**config.mk**
```make
export PLATFORM = sky130hd
export DESIGN_NAME = cam_unit
export DESIGN_NICKNAME = d
export VERILOG_FILES = /design/src/cam_pkg.sv /design/src/cam_unit.sv
export SDC_FILE = /design/constraint.sdc
export NUM_CORES = 1
export LEC_CHECK = 0
export ABC_AREA = 1
export BUFFER_PORTS_ARGS = -buffer_cell sky130_fd_sc_hd__buf_4
export CAP_MARGIN = 20
export CORE_MARGIN = 1.5
export CORE_UTILIZATION = 40
export DETAILED_ROUTE_END_ITERATION = 7
export HOLD_SLACK_MARGIN = 0.06
export SETUP_SLACK_MARGIN = 0.2
export SLEW_MARGIN = 20
export SYNTH_ARGS = -nofsm -noshare
export SYNTH_HDL_FRONTEND = slang
export SYNTH_SLANG_ARGS = --single-unit
```
**constraint.sdc**
```tcl
create_clock -name CLOCK_I -period 12.8 [get_ports CLOCK_I]
set_input_delay 1.28 -clock CLOCK_I [delete_from_list [all_inputs] [get_ports CLOCK_I]]
set_output_delay 1.28 -clock CLOCK_I [all_outputs]
set_load 0.01 [all_outputs]
```
**src/cam_pkg.sv**
```systemverilog
// Constants, register map and carrier types of the CPU address map unit
package cam_pkg;
    // Processor and bus address widths, field widths and map counts
    localparam int CPU_AW   = 16;
    localparam int BUS_AW   = 20;
    localparam int BIAS_W   = 16;
    localparam int LIM_W    = 11;
    localparam int NSETS    = 3;
    localparam int NZONES   = 3;
    localparam int SET_REGS = 6;
    localparam int NMAP     = 18;
    localparam int NREG     = 22;
    // Bias steps in 16-word units
    localparam int BIAS_SHIFT = 4;
    // Fixed translation: direct words below, control space, then ROM
    localparam logic [15:0] FIX_PCS_START = 16'hf800;
    localparam logic [15:0] FIX_ROM_START = 16'hfc00;
    localparam logic [19:0] FIX_PCS_BASE  = 20'hffc00;
    // Register byte offsets
    localparam logic [7:0] SET_STRIDE = 8'h20;
    localparam logic [7:0] BIAS1_OFS  = 8'h00;
    localparam logic [7:0] LIMIT1_OFS = 8'h0c;
    localparam logic [7:0] CTRL_OFS   = 8'h60;
    localparam logic [7:0] STAT_OFS   = 8'h64;
    localparam logic [7:0] MASK_OFS   = 8'h68;
    localparam logic [7:0] VADR_OFS   = 8'h6c;
    // Register indices beyond the map registers
    localparam logic [4:0] CTRL_IDX = 5'h12;
    localparam logic [4:0] STAT_IDX = 5'h13;
    localparam logic [4:0] MASK_IDX = 5'h14;
    localparam logic [4:0] VADR_IDX = 5'h15;
    // Control fields and reset value
    localparam int CTRL_EN_BIT = 0;
    localparam int CTRL_SET_LO = 1;
    localparam logic [2:0] CTRL_RST = 3'h2;
    // Status fields
    localparam int ST_VIOL = 0;
    localparam int ST_LONG = 1;
    localparam int ST_W    = 2;
    // Map set numbers
    localparam logic [1:0] MONITOR_MAP_SET       = 2'h0;
    localparam logic [1:0] USER_TASK_MAP_SET     = 2'h1;
    localparam logic [1:0] LONG_DISTANCE_MAP_SET = 2'h2;
    // Bus responses
    localparam logic [1:0] RESP_OKAY   = 2'h0;
    localparam logic [1:0] RESP_SLVERR = 2'h2;

    typedef struct packed {
        logic              valid;
        logic [CPU_AW-1:0] addr;
        logic              intr;
        logic              extended_operation_trap;
        logic              long_dist;
    } cam_req_s;

    typedef struct packed {
        logic              valid;
        logic              rom;
        logic              trap;
        logic [1:0]        zone;
        logic [1:0]        set;
        logic [BUS_AW-1:0] addr;
    } cam_xlt_s;
endpackage

```
**src/cam_unit.sv**
```systemverilog
// CPU address map unit: three zone map sets, fixed fallback, AXI4-Lite
`timescale 1ns/10ps
`default_nettype none

module cam_unit #(
    parameter int AXI_AW = 8
) (
    // Clock and reset
    input  wire logic              CLOCK_I,
    input  wire logic              NRST_I,
    // Processor request and translated result
    input  wire cam_pkg::cam_req_s CPU_REQ_I,
    output var  cam_pkg::cam_xlt_s XLT_O,
    output logic                   IRQ_O,
    // AXI4-Lite write address and data
    input  wire logic [AXI_AW-1:0] AWADDR_I,
    input  wire logic              AWVALID_I,
    output logic                   AWREADY_O,
    input  wire logic [31:0]       WDATA_I,
    input  wire logic [3:0]        WSTRB_I,
    input  wire logic              WVALID_I,
    output logic                   WREADY_O,
    // AXI4-Lite write response
    output logic [1:0]             BRESP_O,
    output logic                   BVALID_O,
    input  wire logic              BREADY_I,
    // AXI4-Lite read
    input  wire logic [AXI_AW-1:0] ARADDR_I,
    input  wire logic              ARVALID_I,
    output logic                   ARREADY_O,
    output logic [31:0]            RDATA_O,
    output logic [1:0]             RRESP_O,
    output logic                   RVALID_O,
    input  wire logic              RREADY_I
);
    import cam_pkg::*;

    // Register index to byte offset
    function automatic logic [7:0] reg_ofs(input logic [4:0] idx);
        logic [7:0] s;
        logic [7:0] r;
        s = 8'(idx / 5'(SET_REGS));
        r = 8'(idx % 5'(SET_REGS));
        if (idx < 5'(NMAP)) begin
            reg_ofs = 8'(s * SET_STRIDE) + BIAS1_OFS + 8'(r * 8'h04);
        end else begin
            reg_ofs = CTRL_OFS + 8'((idx - 5'(NMAP)) * 5'h04);
        end
    endfunction

    // Byte address to {hit, index}; low two address bits are ignored
    function automatic logic [5:0] reg_dec(input logic [7:0] a);
        reg_dec = 6'h00;
        for (int i = 0; i < NREG; i++) begin
            if (reg_ofs(5'(i)) == {a[7:2], 2'b00}) begin
                reg_dec = {1'b1, 5'(i)};
            end
        end
    endfunction

    // Byte-lane merge of a write into the current value
    function automatic logic [31:0] lane_merge(input logic [31:0] cur,
                                               input logic [31:0] nw,
                                               input logic [3:0]  st);
        lane_merge = cur;
        for (int b = 0; b < 4; b++) begin
            if (st[b]) begin
                lane_merge[b*8 +: 8] = nw[b*8 +: 8];
            end
        end
    endfunction

    // Zone base plus word offset, closed over the bus space
    function automatic logic [BUS_AW-1:0] relocate(
        input logic [BIAS_W-1:0] bias,
        input logic [CPU_AW-2:0] word);
        logic [BUS_AW-1:0] base;
        base     = {bias, 4'h0};
        relocate = base + BUS_AW'(word);
    endfunction

    // Register storage
    logic [BIAS_W-1:0] map_ff [0:NMAP-1];
    logic [2:0]        ctrl_ff;
    logic [ST_W-1:0]   stat_ff;
    logic [ST_W-1:0]   mask_ff;
    logic [17:0]       vadr_ff;
    cam_xlt_s          xlt_ff;
    logic              irq_ff;

    // Bus handshake state
    logic              awready_ff;
    logic              wready_ff;
    logic              bvalid_ff;
    logic [1:0]        bresp_ff;
    logic              arready_ff;
    logic              rvalid_ff;
    logic [1:0]        rresp_ff;
    logic [31:0]       rdata_ff;
    logic [7:0]        waddr_ff;
    logic [31:0]       wdata_ff;
    logic [3:0]        wstrb_ff;

    // Register read view
    logic [31:0]       view [0:NREG-1];
    always_comb begin
        for (int i = 0; i < NMAP; i++) begin
            view[i] = 32'(map_ff[i]);
        end
        view[CTRL_IDX] = 32'(ctrl_ff);
        view[STAT_IDX] = 32'(stat_ff);
        view[MASK_IDX] = 32'(mask_ff);
        view[VADR_IDX] = 32'(vadr_ff);
    end

    // Map set selection
    wire logic [1:0] cfg_set  = ctrl_ff[CTRL_SET_LO +: 2];
    wire logic [1:0] user_set = (cfg_set == 2'h3) ? USER_TASK_MAP_SET
                                                  : cfg_set;
    wire logic       use_mon  = CPU_REQ_I.intr
                              | CPU_REQ_I.extended_operation_trap;
    wire logic [1:0] act_set  = use_mon ? MONITOR_MAP_SET
                              : CPU_REQ_I.long_dist ? LONG_DISTANCE_MAP_SET
                              : user_set;
    wire logic [4:0] set_base = 5'(act_set) * 5'(SET_REGS);
    wire logic       map_en   = ctrl_ff[CTRL_EN_BIT];

    // Zone tests on the upper 11 address bits
    wire logic [CPU_AW-1:0] cpu_a = CPU_REQ_I.addr;
    wire logic [LIM_W-1:0]  blk   = cpu_a[CPU_AW-1 -: LIM_W];
    wire logic [CPU_AW-2:0] word  = cpu_a[CPU_AW-1:1];
    wire logic [LIM_W-1:0]  lim1  = map_ff[set_base + 5'h03][LIM_W-1:0];
    wire logic [LIM_W-1:0]  lim2  = map_ff[set_base + 5'h04][LIM_W-1:0];
    wire logic [LIM_W-1:0]  lim3  = map_ff[set_base + 5'h05][LIM_W-1:0];
    wire logic [2:0]        pass  = {blk <= lim3,
                                     blk <= lim2,
                                     blk <= lim1};
    // First passing test picks the zone
    wire logic [1:0]        zone  = pass[0] ? 2'h1
                                  : pass[1] ? 2'h2
                                  : pass[2] ? 2'h3
                                  : 2'h0;
    wire logic              miss  = (pass == 3'b000);
    // The relative offset is the full word address, so zone 2 lands at
    // bias 2 plus the words below it; biases stay free in any order
    wire logic [BIAS_W-1:0] zbias = map_ff[set_base + 5'(zone)
                                           - 5'h01];
    wire logic [BUS_AW-1:0] mapped = relocate(zbias, word);

    // Fixed translation and the monitor's reserved window
    wire logic hi_win  = cpu_a >= FIX_PCS_START;
    wire logic rom_win = cpu_a >= FIX_ROM_START;
    wire logic [BUS_AW-1:0] fixed = hi_win
                                  ? FIX_PCS_BASE + BUS_AW'(word[8:0])
                                  : BUS_AW'(word);
    wire logic fix_use = !map_en
                       || (act_set == MONITOR_MAP_SET && hi_win);
    wire logic viol    = CPU_REQ_I.valid && !fix_use && miss;

    // Next translation result, one cycle after the request
    cam_xlt_s nxt_xlt;
    always_comb begin
        nxt_xlt       = '0;
        nxt_xlt.valid = CPU_REQ_I.valid && !viol;
        nxt_xlt.trap  = viol;
        // Set and zone stay zero on idle cycles so the result reads zero
        nxt_xlt.set   = CPU_REQ_I.valid ? act_set : 2'h0;
        nxt_xlt.rom   = CPU_REQ_I.valid && fix_use && rom_win;
        nxt_xlt.zone  = (CPU_REQ_I.valid && !fix_use) ? zone : 2'h0;
        if (CPU_REQ_I.valid && !viol && !nxt_xlt.rom) begin
            nxt_xlt.addr = fix_use ? fixed : mapped;
        end
    end

    // Write path: address and data are taken in either order
    wire logic       aw_take  = AWVALID_I && awready_ff;
    wire logic       w_take   = WVALID_I && wready_ff;
    wire logic       aw_have  = !awready_ff && !bvalid_ff;
    wire logic       w_have   = !wready_ff && !bvalid_ff;
    wire logic       wr_go    = aw_have && w_have;
    wire logic [5:0] wr_dec   = reg_dec(waddr_ff);
    wire logic       wr_hit   = wr_dec[5];
    wire logic [4:0] wr_idx   = wr_dec[4:0];
    wire logic [31:0] wr_val  = lane_merge(view[wr_idx], wdata_ff,
                                           wstrb_ff);
    wire logic       wr_lim   = wr_idx % 5'(SET_REGS) >= 5'h03;
    wire logic       b_done   = bvalid_ff && BREADY_I;

    // Read path
    wire logic       ar_take  = ARVALID_I && arready_ff;
    wire logic [5:0] rd_dec   = reg_dec(ARADDR_I[7:0]);
    wire logic       r_done   = rvalid_ff && RREADY_I;
    wire logic       st_clr   = ar_take && rd_dec == {1'b1, STAT_IDX};

    // Sticky events; a new event wins over the clearing read
    wire logic [ST_W-1:0] st_set = {viol && act_set
                                     == LONG_DISTANCE_MAP_SET, viol};
    wire logic [ST_W-1:0] nxt_stat = (st_clr ? '0 : stat_ff) | st_set;

    always_ff @(posedge CLOCK_I or negedge NRST_I) begin
        if (!NRST_I) begin
            awready_ff <= 1'b1;
            wready_ff  <= 1'b1;
            bvalid_ff  <= 1'b0;
            bresp_ff   <= RESP_OKAY;
            waddr_ff   <= 8'h00;
            wdata_ff   <= 32'h0000_0000;
            wstrb_ff   <= 4'h0;
        end else begin
            if (aw_take) begin
                awready_ff <= 1'b0;
                waddr_ff   <= 8'(AWADDR_I);
            end
            if (w_take) begin
                wready_ff <= 1'b0;
                wdata_ff  <= WDATA_I;
                wstrb_ff  <= WSTRB_I;
            end
            if (wr_go) begin
                bvalid_ff <= 1'b1;
                bresp_ff  <= wr_hit ? RESP_OKAY : RESP_SLVERR;
            end
            if (b_done) begin
                bvalid_ff  <= 1'b0;
                awready_ff <= 1'b1;
                wready_ff  <= 1'b1;
            end
        end
    end

    always_ff @(posedge CLOCK_I or negedge NRST_I) begin
        if (!NRST_I) begin
            arready_ff <= 1'b1;
            rvalid_ff  <= 1'b0;
            rresp_ff   <= RESP_OKAY;
            rdata_ff   <= 32'h0000_0000;
        end else begin
            if (ar_take) begin
                arready_ff <= 1'b0;
                rvalid_ff  <= 1'b1;
                rresp_ff   <= rd_dec[5] ? RESP_OKAY : RESP_SLVERR;
                rdata_ff   <= rd_dec[5] ? view[rd_dec[4:0]]
                                        : 32'h0000_0000;
            end
            if (r_done) begin
                rvalid_ff  <= 1'b0;
                arready_ff <= 1'b1;
            end
        end
    end

    // Map, control and mask registers; status is read-only
    always_ff @(posedge CLOCK_I or negedge NRST_I) begin
        if (!NRST_I) begin
            for (int i = 0; i < NMAP; i++) begin
                map_ff[i] <= '0;
            end
            ctrl_ff <= CTRL_RST;
            mask_ff <= '0;
        end else if (wr_go && wr_hit) begin
            if (wr_idx < 5'(NMAP)) begin
                map_ff[wr_idx] <= wr_lim ? 16'(wr_val[LIM_W-1:0])
                                         : wr_val[BIAS_W-1:0];
            end else if (wr_idx == CTRL_IDX) begin
                ctrl_ff <= wr_val[2:0];
            end else if (wr_idx == MASK_IDX) begin
                mask_ff <= wr_val[ST_W-1:0];
            end
        end
    end

    // Translation result, trap capture and interrupt
    always_ff @(posedge CLOCK_I or negedge NRST_I) begin
        if (!NRST_I) begin
            xlt_ff  <= '0;
            stat_ff <= '0;
            vadr_ff <= '0;
            irq_ff  <= 1'b0;
        end else begin
            xlt_ff  <= nxt_xlt;
            stat_ff <= nxt_stat;
            irq_ff  <= |(nxt_stat & mask_ff);
            if (viol) begin
                vadr_ff <= {act_set, cpu_a};
            end
        end
    end

    assign XLT_O     = xlt_ff;
    assign IRQ_O     = irq_ff;
    assign AWREADY_O = awready_ff;
    assign WREADY_O  = wready_ff;
    assign BVALID_O  = bvalid_ff;
    assign BRESP_O   = bresp_ff;
    assign ARREADY_O = arready_ff;
    assign RVALID_O  = rvalid_ff;
    assign RRESP_O   = rresp_ff;
    assign RDATA_O   = rdata_ff;

endmodule

`default_nettype wire

```
======== Word level (Yosys, flattened, before mapping) ========
Cells that the tools add are included.
operators by class
  add/subtract/negate cells ............... 7
  muxes and demuxes ....................... 93
  bitwise operators ....................... 11
  reduce and logical (&&, ||, !) cells .... 39
  magnitude comparators ................... 14
  eq/ne operators ......................... 47
  divide/modulo/power cells ............... 1
  multipliers ............................. 1
operators with widths
  operator                                                               number
  16-bit binary-select mux with 5-bit select                             4
  32-bit binary-select mux with 5-bit select                             2
  288-bit bitwise mux                                                    1
  6-bit two-way mux                                                      44
  5-bit by 6-bit equality test with 1-bit output (first input constant)  20
  16-bit two-way mux                                                     6
  32-bit two-way mux                                                     3
  16-bit demux with 5-bit select                                         1
  4-bit by 6-bit equality test with 1-bit output (first input constant)  12
  11-bit two-way mux                                                     6
  20-bit two-way mux                                                     3
  6-bit >= comparator (second input constant)                            6
  5-bit inverter with 6-bit output                                       6
  11-bit less-or-equal comparator                                        3
  16-bit >= comparator (second input constant)                           2
  2-bit by 6-bit equality test with 1-bit output (first input constant)  4
  3-bit by 6-bit equality test with 1-bit output (first input constant)  4
  2-bit two-way mux                                                      11
  20-bit by 15-bit adder with 20-bit output                              1
  1-bit logical AND                                                      19
  8-bit logical NOT                                                      2
  8-bit two-way mux                                                      2
  11-bit by 10-bit adder with 12-bit output (first input constant)       1
  1-bit by 6-bit equality test with 1-bit output (first input constant)  2
  other kinds (26)                                                       48
word-level totals
  bits of input ports ..................... 79
  word-level logic and storage cells ...... 253
  register bits ........................... 408
  output and inout port bits .............. 69

======== Longest topological paths before layout ========
Gate-level depths: netlist of the first run.
  word-level depth ........................ 30
  gate-level depth with buffers ........... 65
  gate-level depth less buffers ........... 58

======== Worst setup path before layout of the first run ========
No wires, ideal clock.
  path type ............................... in2reg
  start ................................... input port CPU_REQ_I[1] (netlist bit)
  end ..................................... register xlt_ff, in the netlist XLT_O[18]
  arrival time ............................ 9844 ps
  library setup time ...................... 120 ps
  data required time ...................... 12680 ps
  slack ................................... 2837 ps
  path buffers ............................ 9
  stages .................................. 61
  path through ............................ nor2_1 inv_1 nor2_1 clkbuf_1 buf_1 ha_1 nor2_1 inv_1 nor2_1 inv_1 nor2_1 clkbuf_1 a22oi_1 ha_1 nand2_1 inv_1 nand2_1 nor2_1 [... 25 more ...] nand3_1 nand2_1 nand2_1 nand2_1 a21oi_1 nor2_1 o21ai_0 nand2_1 nand2_1 nand2_1 nand2_1 nand2_1 nand2_1 nand2_1 nand2_1 nor3_1 o21ai_0 inv_1
RTL lines
  what                  RTL line         RTL
  from (decl)           cam_unit.sv:12   input wire cam_pkg::cam_req_s CPU_REQ_I,
  to (signal assigned)  cam_unit.sv:280  xlt_ff <= nxt_xlt;
  to (decl)             cam_unit.sv:88   cam_xlt_s xlt_ff;

==> flow_summary.json, run 1 <==
{
  "grt_pass1_wl_mm": 185.2,
  "clk_pin_slew_worst_paths_ns": 0.06,
  "cts.path.max_buffers": 3,
  "synthFlopType": "dfrtp_1",
  "grt_overflow": 0,
  "relSlewSlack_pct": 24.01,
  "ios": 148,
  "critPathKind": "in -> reg",
  "crit_path_max_fanout": 54,
  "synthArstFlopShare_pct": 100.0,
  "finalPower_w": 0.006828,
  "tightest_slew_ns": 1.128,
  "row_count": 95,
  "yosysSeqAreaShare_pct": 35.87,
  "synthTopCellsByArea": "dfrtp_1 35%, nand2_1 17%, o21ai_0 8.2%, nand3_1 5.3%, inv_1 4.9%",
  "n_antenna_cell": 0,
  "clk_latency_ns": 0.62,
  "slowest_delay_ns": 0.75,
  "finalHoldViolCount": 0,
  "cts_made_buffers": 48,
  "avgSynthCellArea_sq_um": 6.731,
  "finClkSkew_ns": 0.03210,
  "grt_pass1_vias": 27260,
  "synth_edf_count": 0,
  "drt_iter0_drc": 4109,
  "synth_cell_types": 59,
  "grt.total_usage_pct": 36.08,
  "cts.repair.resized": 0,
  "initial_core_util_pct": 40.46,
  "yosys.area.top_type": "dfrtp_1",
  "crit_arrival_ns": 12.02,
  "seqCellArea_sq_um": 9764,
  "die-area_sq_um": 69630,
  "timing_max_transition_violations_final": 0,
  "post-dp-hpwl_mm": 83.21,
  "grt_max_degree": 201,
  "antenna_left": 0,
  "startpoint_type": "input port",
  "drtPass1Iterations": 6,
  "cts_setup_buffers": 0,
  "fmax_mhz": 86.84,
  "synth_seq_cells": 390,
  "fillerInstances": 6952,
  "critical_path.top_delay_family": "compound AO/OA/AOI/OAI gates",
  "htree_levels": 2,
  "cts-root-buf": "clkbuf_16",
  "vias_per_cell": 6.083,
  "portBuffers": 109,
  "syn_area_sq_um": 27220,
  "maxCapViolations": 0,
  "antenna_found_initial": 5,
  "design_area_sq_um": 30440,
  "drc": 0,
  "design.core.area_sq_um": 67280,
  "gp_congestion": 1.012,
  "wirelength_mm": 128.6,
  "power_density_nw_per_um2": 224.3,
  "crit_buf_inv": 13,
  "synth_top_area_share_pct": 35.48,
  "placedInstanceArea_sq_um": 28590,
  "vdd_drop_max_mv": 0.1326,
  "die_h_um": 263.9,
  "cts_sinks": 390,
  "min_path_type": "reg -> reg",
  "hold-worst-slack_ns": 0.4783,
  "worst_setup_path_end_kind": "flop",
  "die_w_um": 263.9,
  "setup_tns_ns": 0,
  "multiInputGateArea_sq_um": 14880,
  "cp.required_ns": 13.30,
  "critPathMostFrequentCell": "nand2_1",
  "final_nets": 4139,
  "rsz0062_at_grt": "false",
  "drive_gt1_share_pct": 9.305,
  "yosys_warnings": 0,
  "p_leak_nw": 14.03,
  "num_vias": 29890,
  "period_share_pct": 89.96,
  "area_growth_pct": 11.81,
  "cts_tree": "done",
  "period_needed_ns": 11.52,
  "syn_inst": 4044,
  "critPathSlowestCell": "o21ai_0",
  "cts_hold_buf": 0,
  "status": "completed",
  "finalSetupViolations": 0,
  "routedWlPerCell_um": 26.18
}
worst paths after layout:
check,slack [ns],startpoint,endpoint,depth (start not counted)
worst min-delay path,0.48,map_ff[189],map_ff[189],2
worst min register to register,0.48,map_ff[189],map_ff[189],2
min in group asynchronous,0.69,NRST_I,map_ff[197],1
max in group asynchronous,10.01,NRST_I,map_ff[111],3
worst max-delay path,1.28,CPU_REQ_I[1],XLT_O[18],53
worst max register to register,1.62,ctrl_ff[1],XLT_O[18],56
layout by cell type (no fill, tap or decap), types with 12 or more instances in the layout:
cell type	count
a21oi_1	253
a22oi_1	54
buf_4	179
clkbuf_16	50
conb_1	16
dfrtp_1	386
ha_1	54
inv_1	356
inv_2	16
mux2_2	12
nand2_1	1253
nand3_1	288
nand4_1	21
nor2_1	233
nor2_4	12
o2111ai_1	29
o211ai_1	97
o21ai_0	444
o21ai_1	22
o221ai_1	31
o22ai_1	40
stage by stage:
stage	utilization (%)	setup slack (ns)	instances
finish	45.24	1.285	4914
global placement	42.50	1.283	4824
global route	45.24	0.5237	4914
CTS	45.24	1.819	4914
detailed placement	42.50	1.199	4824
floorplan	-	2.837	4059
layout make-up:
type,count,share of cell area [%]
inverter,378,4.674
sequential,390,32.08
clock buffer,64,4.645
multi-input combinational,2999,48.88
tap,873,3.589
timing repair buffer,184,4.728
clock inverter,26,1.402
per-layer routing:
layer  track usage (%)  wire [um]
met1             45.98      48450
met2             51.37      52390
met3             11.52      17190
met4             25.82      10570
met5                 0         40
synth_stat cells, drive strengths merged (10+ instances only):
cell	count
nor3	12
a211oi	10
o2111ai	29
nor2	255
nand3	293
a22oi	54
clkbuf	186
dfrtp	386
mux2	12
o21ai	472
o221ai	31
o22ai	40
nand4	21
ha	56
inv	373
nand2	1272
a21oi	256
o211ai	97
buf	106
flip-flops by register name, summed over array words and instances, names as in the netlist, 2 cells and up:
| name | count |
|---|---|
| map_ff | 288 |
| XLT_O | 27 |
| RDATA_O | 18 |
| vadr_ff | 18 |
| wdata_ff | 16 |
| waddr_ff | 6 |
| ctrl_ff | 3 |
| mask_ff | 2 |
| stat_ff | 2 |
| wstrb_ff | 2 |
cell families (layout without fill, tap and decap cells):
kind of cell,count (synthesis),in the layout,synth area share (%)
flip-flops,390,390,35.87
AO/OA/AOI/OAI,1037,1037,22.27
multiplexers,12,12,0.4964
XOR/XNOR,8,8,0.2850
buffers and inverters,670,652,10.14
adder cells (fa/ha/maj),59,59,2.795
other,1,16,0.01378
AND/OR/NAND/NOR,1867,1867,28.13
worst reg2reg max path, delay by kind of cell (launching register included):
family | cells | cell delay [ns]
AO/OA/AOI/OAI | 8 | 2.81
AND/OR/NAND/NOR | 27 | 2.71
buffers and inverters | 14 | 2.55
flip-flops | 1 | 0.56
XOR/XNOR | 1 | 0.15
adder cells (fa/ha/maj) | 6 | 2.25
power by group:
part | leakage (nW) | internal (W) | switching, W | total [W]
combinational | 7.84 | 0.000892 | 0.00269 | 0.00359
sequential | 5.29 | 0.00143 | 0.000211 | 0.00164
clock | 0.901 | 0.000997 | 0.000605 | 0.00160
Note: power is estimated with default switching activity, not from simulation.
==> run 2: changes to the inputs <==
--- a/config.mk
+++ b/config.mk
@@ -9,7 +9,8 @@
 export BUFFER_PORTS_ARGS = -buffer_cell sky130_fd_sc_hd__buf_4
 export CAP_MARGIN = 20
 export CORE_MARGIN = 1.5
-export CORE_UTILIZATION = 40
+export CORE_UTILIZATION = 35
+export CTS_CLUSTER_DIAMETER = 30
 export DETAILED_ROUTE_END_ITERATION = 7
 export HOLD_SLACK_MARGIN = 0.06
 export SETUP_SLACK_MARGIN = 0.2
==> run 2 against run 1 <==
Compared with the run above: the run now ends with DRC left; via count grew 1.6%; count of clock-buffer cells in the layout is 64 higher; global-route usage shrank 4.1 points; critical endpoint unchanged; register-to-register slack improved by 0.05 ns; hold slack hardly changed; critical path type unchanged; die area is 14% higher.
==> flow_summary.json, run 2 (synthesis gave the netlist of run 1 again) <==
{
  "startpoint_type": "input port",
  "drt_iter0_drc": 4623,
  "seqPwrFrac_pct": 20.3,
  "htree_levels": 3,
  "setup_tns_ns": 0,
  "clk_pin_slew_worst_paths_ns": 0.05,
  "grt_pass1_wl_mm": 186.3,
  "design.core.area_sq_um": 77210,
  "ios": 148,
  "period_needed_ns": 11.30,
  "portBuffers": 109,
  "cts_sinks": 390,
  "post-dp-hpwl_mm": 83.15,
  "critPathSlowestCell": "o21ai_0",
  "clkPwrFrac_pct": 35.5,
  "die-area_sq_um": 79460,
  "final_common_cell": "nand2_1",
  "die_h_um": 281.9,
  "min_path_type": "reg -> reg",
  "grt.total_usage_pct": 32.00,
  "die_w_um": 281.9,
  "pwr-share-comb_pct": 44.2,
  "crit_path_max_fanout": 19,
  "initial_core_util_pct": 35.26,
  "worst_setup_path_end_kind": "flop",
  "final_nets": 4200,
  "drc": 18,
  "crit_arrival_ns": 11.86,
  "status": "finished with violations",
  "maxCapViolations": 0,
  "drtPass1Iterations": 8,
  "area_growth_pct": 20.07,
  "grt_pass1_vias": 27830,
  "cts.path.max_buffers": 3,
  "cts.repair.resized": 0,
  "grt_max_degree": 201,
  "cts-root-buf": "clkbuf_16",
  "finalHoldViolCount": 0,
  "num_vias": 30370,
  "row_count": 102,
  "antenna_left": 0,
  "cp.required_ns": 13.36,
  "critPathMostFrequentCell": "nand2_1",
  "largest_reg_flops": 288,
  "vdd_drop_max_mv": 0.1954,
  "finClkSkew_ns": 0.04169,
  "relSlewSlack_pct": 21.53,
  "vias_per_cell": 5.847,
  "cts_tree": "done",
  "p_int_w": 0.004309,
  "wirelength_mm": 129.4,
  "final_cell_mix": "1254 x nand2_1, 444 x o21ai_0, 386 x dfrtp_1",
  "tightest_slew_ns": 1.176,
  "antenna_found_initial": 6,
  "grt_overflow": 0,
  "clk_latency_ns": 0.68,
  "p_leak_nw": 15.00,
  "rsz0062_at_grt": "false",
  "cts_made_buffers": 105,
  "netSwitchingFraction_pct": 46.92,
  "finalPower_w": 0.008118,
  "regMostFlops": "map_ff",
  "violations": "DRC",
  "fmax_mhz": 88.51,
  "timing_max_transition_violations_final": 0,
  "finalSetupViolations": 0,
  "cts_hold_buf": 0,
  "cts_setup_buffers": 0,
  "period_share_pct": 88.27,
  "drive_gt1_share_pct": 11.60,
  "p_sw_w": 0.003809,
  "gp_congestion": 1.060,
  "critPathKind": "in -> reg",
  "slowest_delay_ns": 0.80,
  "power_density_nw_per_um2": 248.4,
  "routedWlPerCell_um": 24.92,
  "n_antenna_cell": 0
}
## run 2: cell types whose count changed in the layout (fill, tap and decap cells not counted), sizes merged
| cell | delta |
|---|---|
| clkbuf | +64 |
| inv | +10 |
| clkinv | +18 |
| bufinv | +8 |
| clkinvlp | +9 |
| buf | +4 |
## run 2: worst paths after layout
path                               from  cells after the start     endpoint  slack [ns]
setup reg to reg             ctrl_ff[1]                     55    XLT_O[18]        1.67
max in group asynchronous        NRST_I                      3  map_ff[252]       10.24
hold / removal              map_ff[255]                      2  map_ff[255]        0.48
setup / recovery           CPU_REQ_I[0]                     57    XLT_O[18]        1.50
hold reg to reg             map_ff[255]                      2  map_ff[255]        0.48
min in group asynchronous        NRST_I                      1  map_ff[213]        0.66
## run 2: stage by stage
step	area (sq um)	utilization [%]	hold WS (ns)	instances	worst slack (ns)
floorplan	27280	-	0.4489	4059	2.837
global placement	28790	37.29	0.4625	4995	1.531
detailed placement	28790	37.29	0.4656	4995	1.543
CTS	32680	42.33	0.4793	5194	2.211
global route	32680	42.33	0.4875	5194	1.111
finish	32680	42.33	0.4785	5194	1.502
## run 2: power groups by stage
stage | sequential [W] | clock [W] | combinational, W
2_1_floorplan | 0.00157 | 0 | 0.00212
3_3_place_gp | 0.00165 | 0 | 0.00336
3_5_place_dp | 0.00165 | 0 | 0.00338
4_1_cts | 0.00164 | 0.00289 | 0.00339
5_1_grt | 0.00167 | 0.00296 | 0.00373
6_report | 0.00165 | 0.00288 | 0.00359
## run 2: metal layers
| layer | up-vias | part of all wire, % | wire length, um | track usage [%] |
|---|---|---|---|---|
| met1 | 14110 | 37 | 48250 | 41.27 |
| met2 | 2182 | 41 | 53010 | 45.54 |
| met5 | - | 0.053 | 69 | 0 |
| li1 | 13520 | - | - | - |
| met3 | 547 | 14 | 18230 | 10.05 |
| met4 | 10 | 7.6 | 9872 | 21.63 |
## run 2: cell type report
| type | instances | area, sq um |
|---|---|---|
| Clock buffer | 128 | 2875 |
| Timing Repair Buffer | 188 | 1431 |
| Clock inverter | 71 | 1016 |
| Multi-Input combinational cell | 2999 | 14870 |
| Fill cell | 8017 | 44530 |
| Tap cell | 1040 | 1301 |
| Inverter | 378 | 1424 |
| Sequential cell | 390 | 9764 |
## run 2: critical path, delay by kind of cell
family | cells | cell delay [ns]
AO/OA/AOI/OAI | 9 | 3.29
XOR/XNOR | 1 | 0.16
adder cells (fa/ha/maj) | 6 | 2.05
buffers and inverters | 15 | 2.27
AND/OR/NAND/NOR | 26 | 2.74
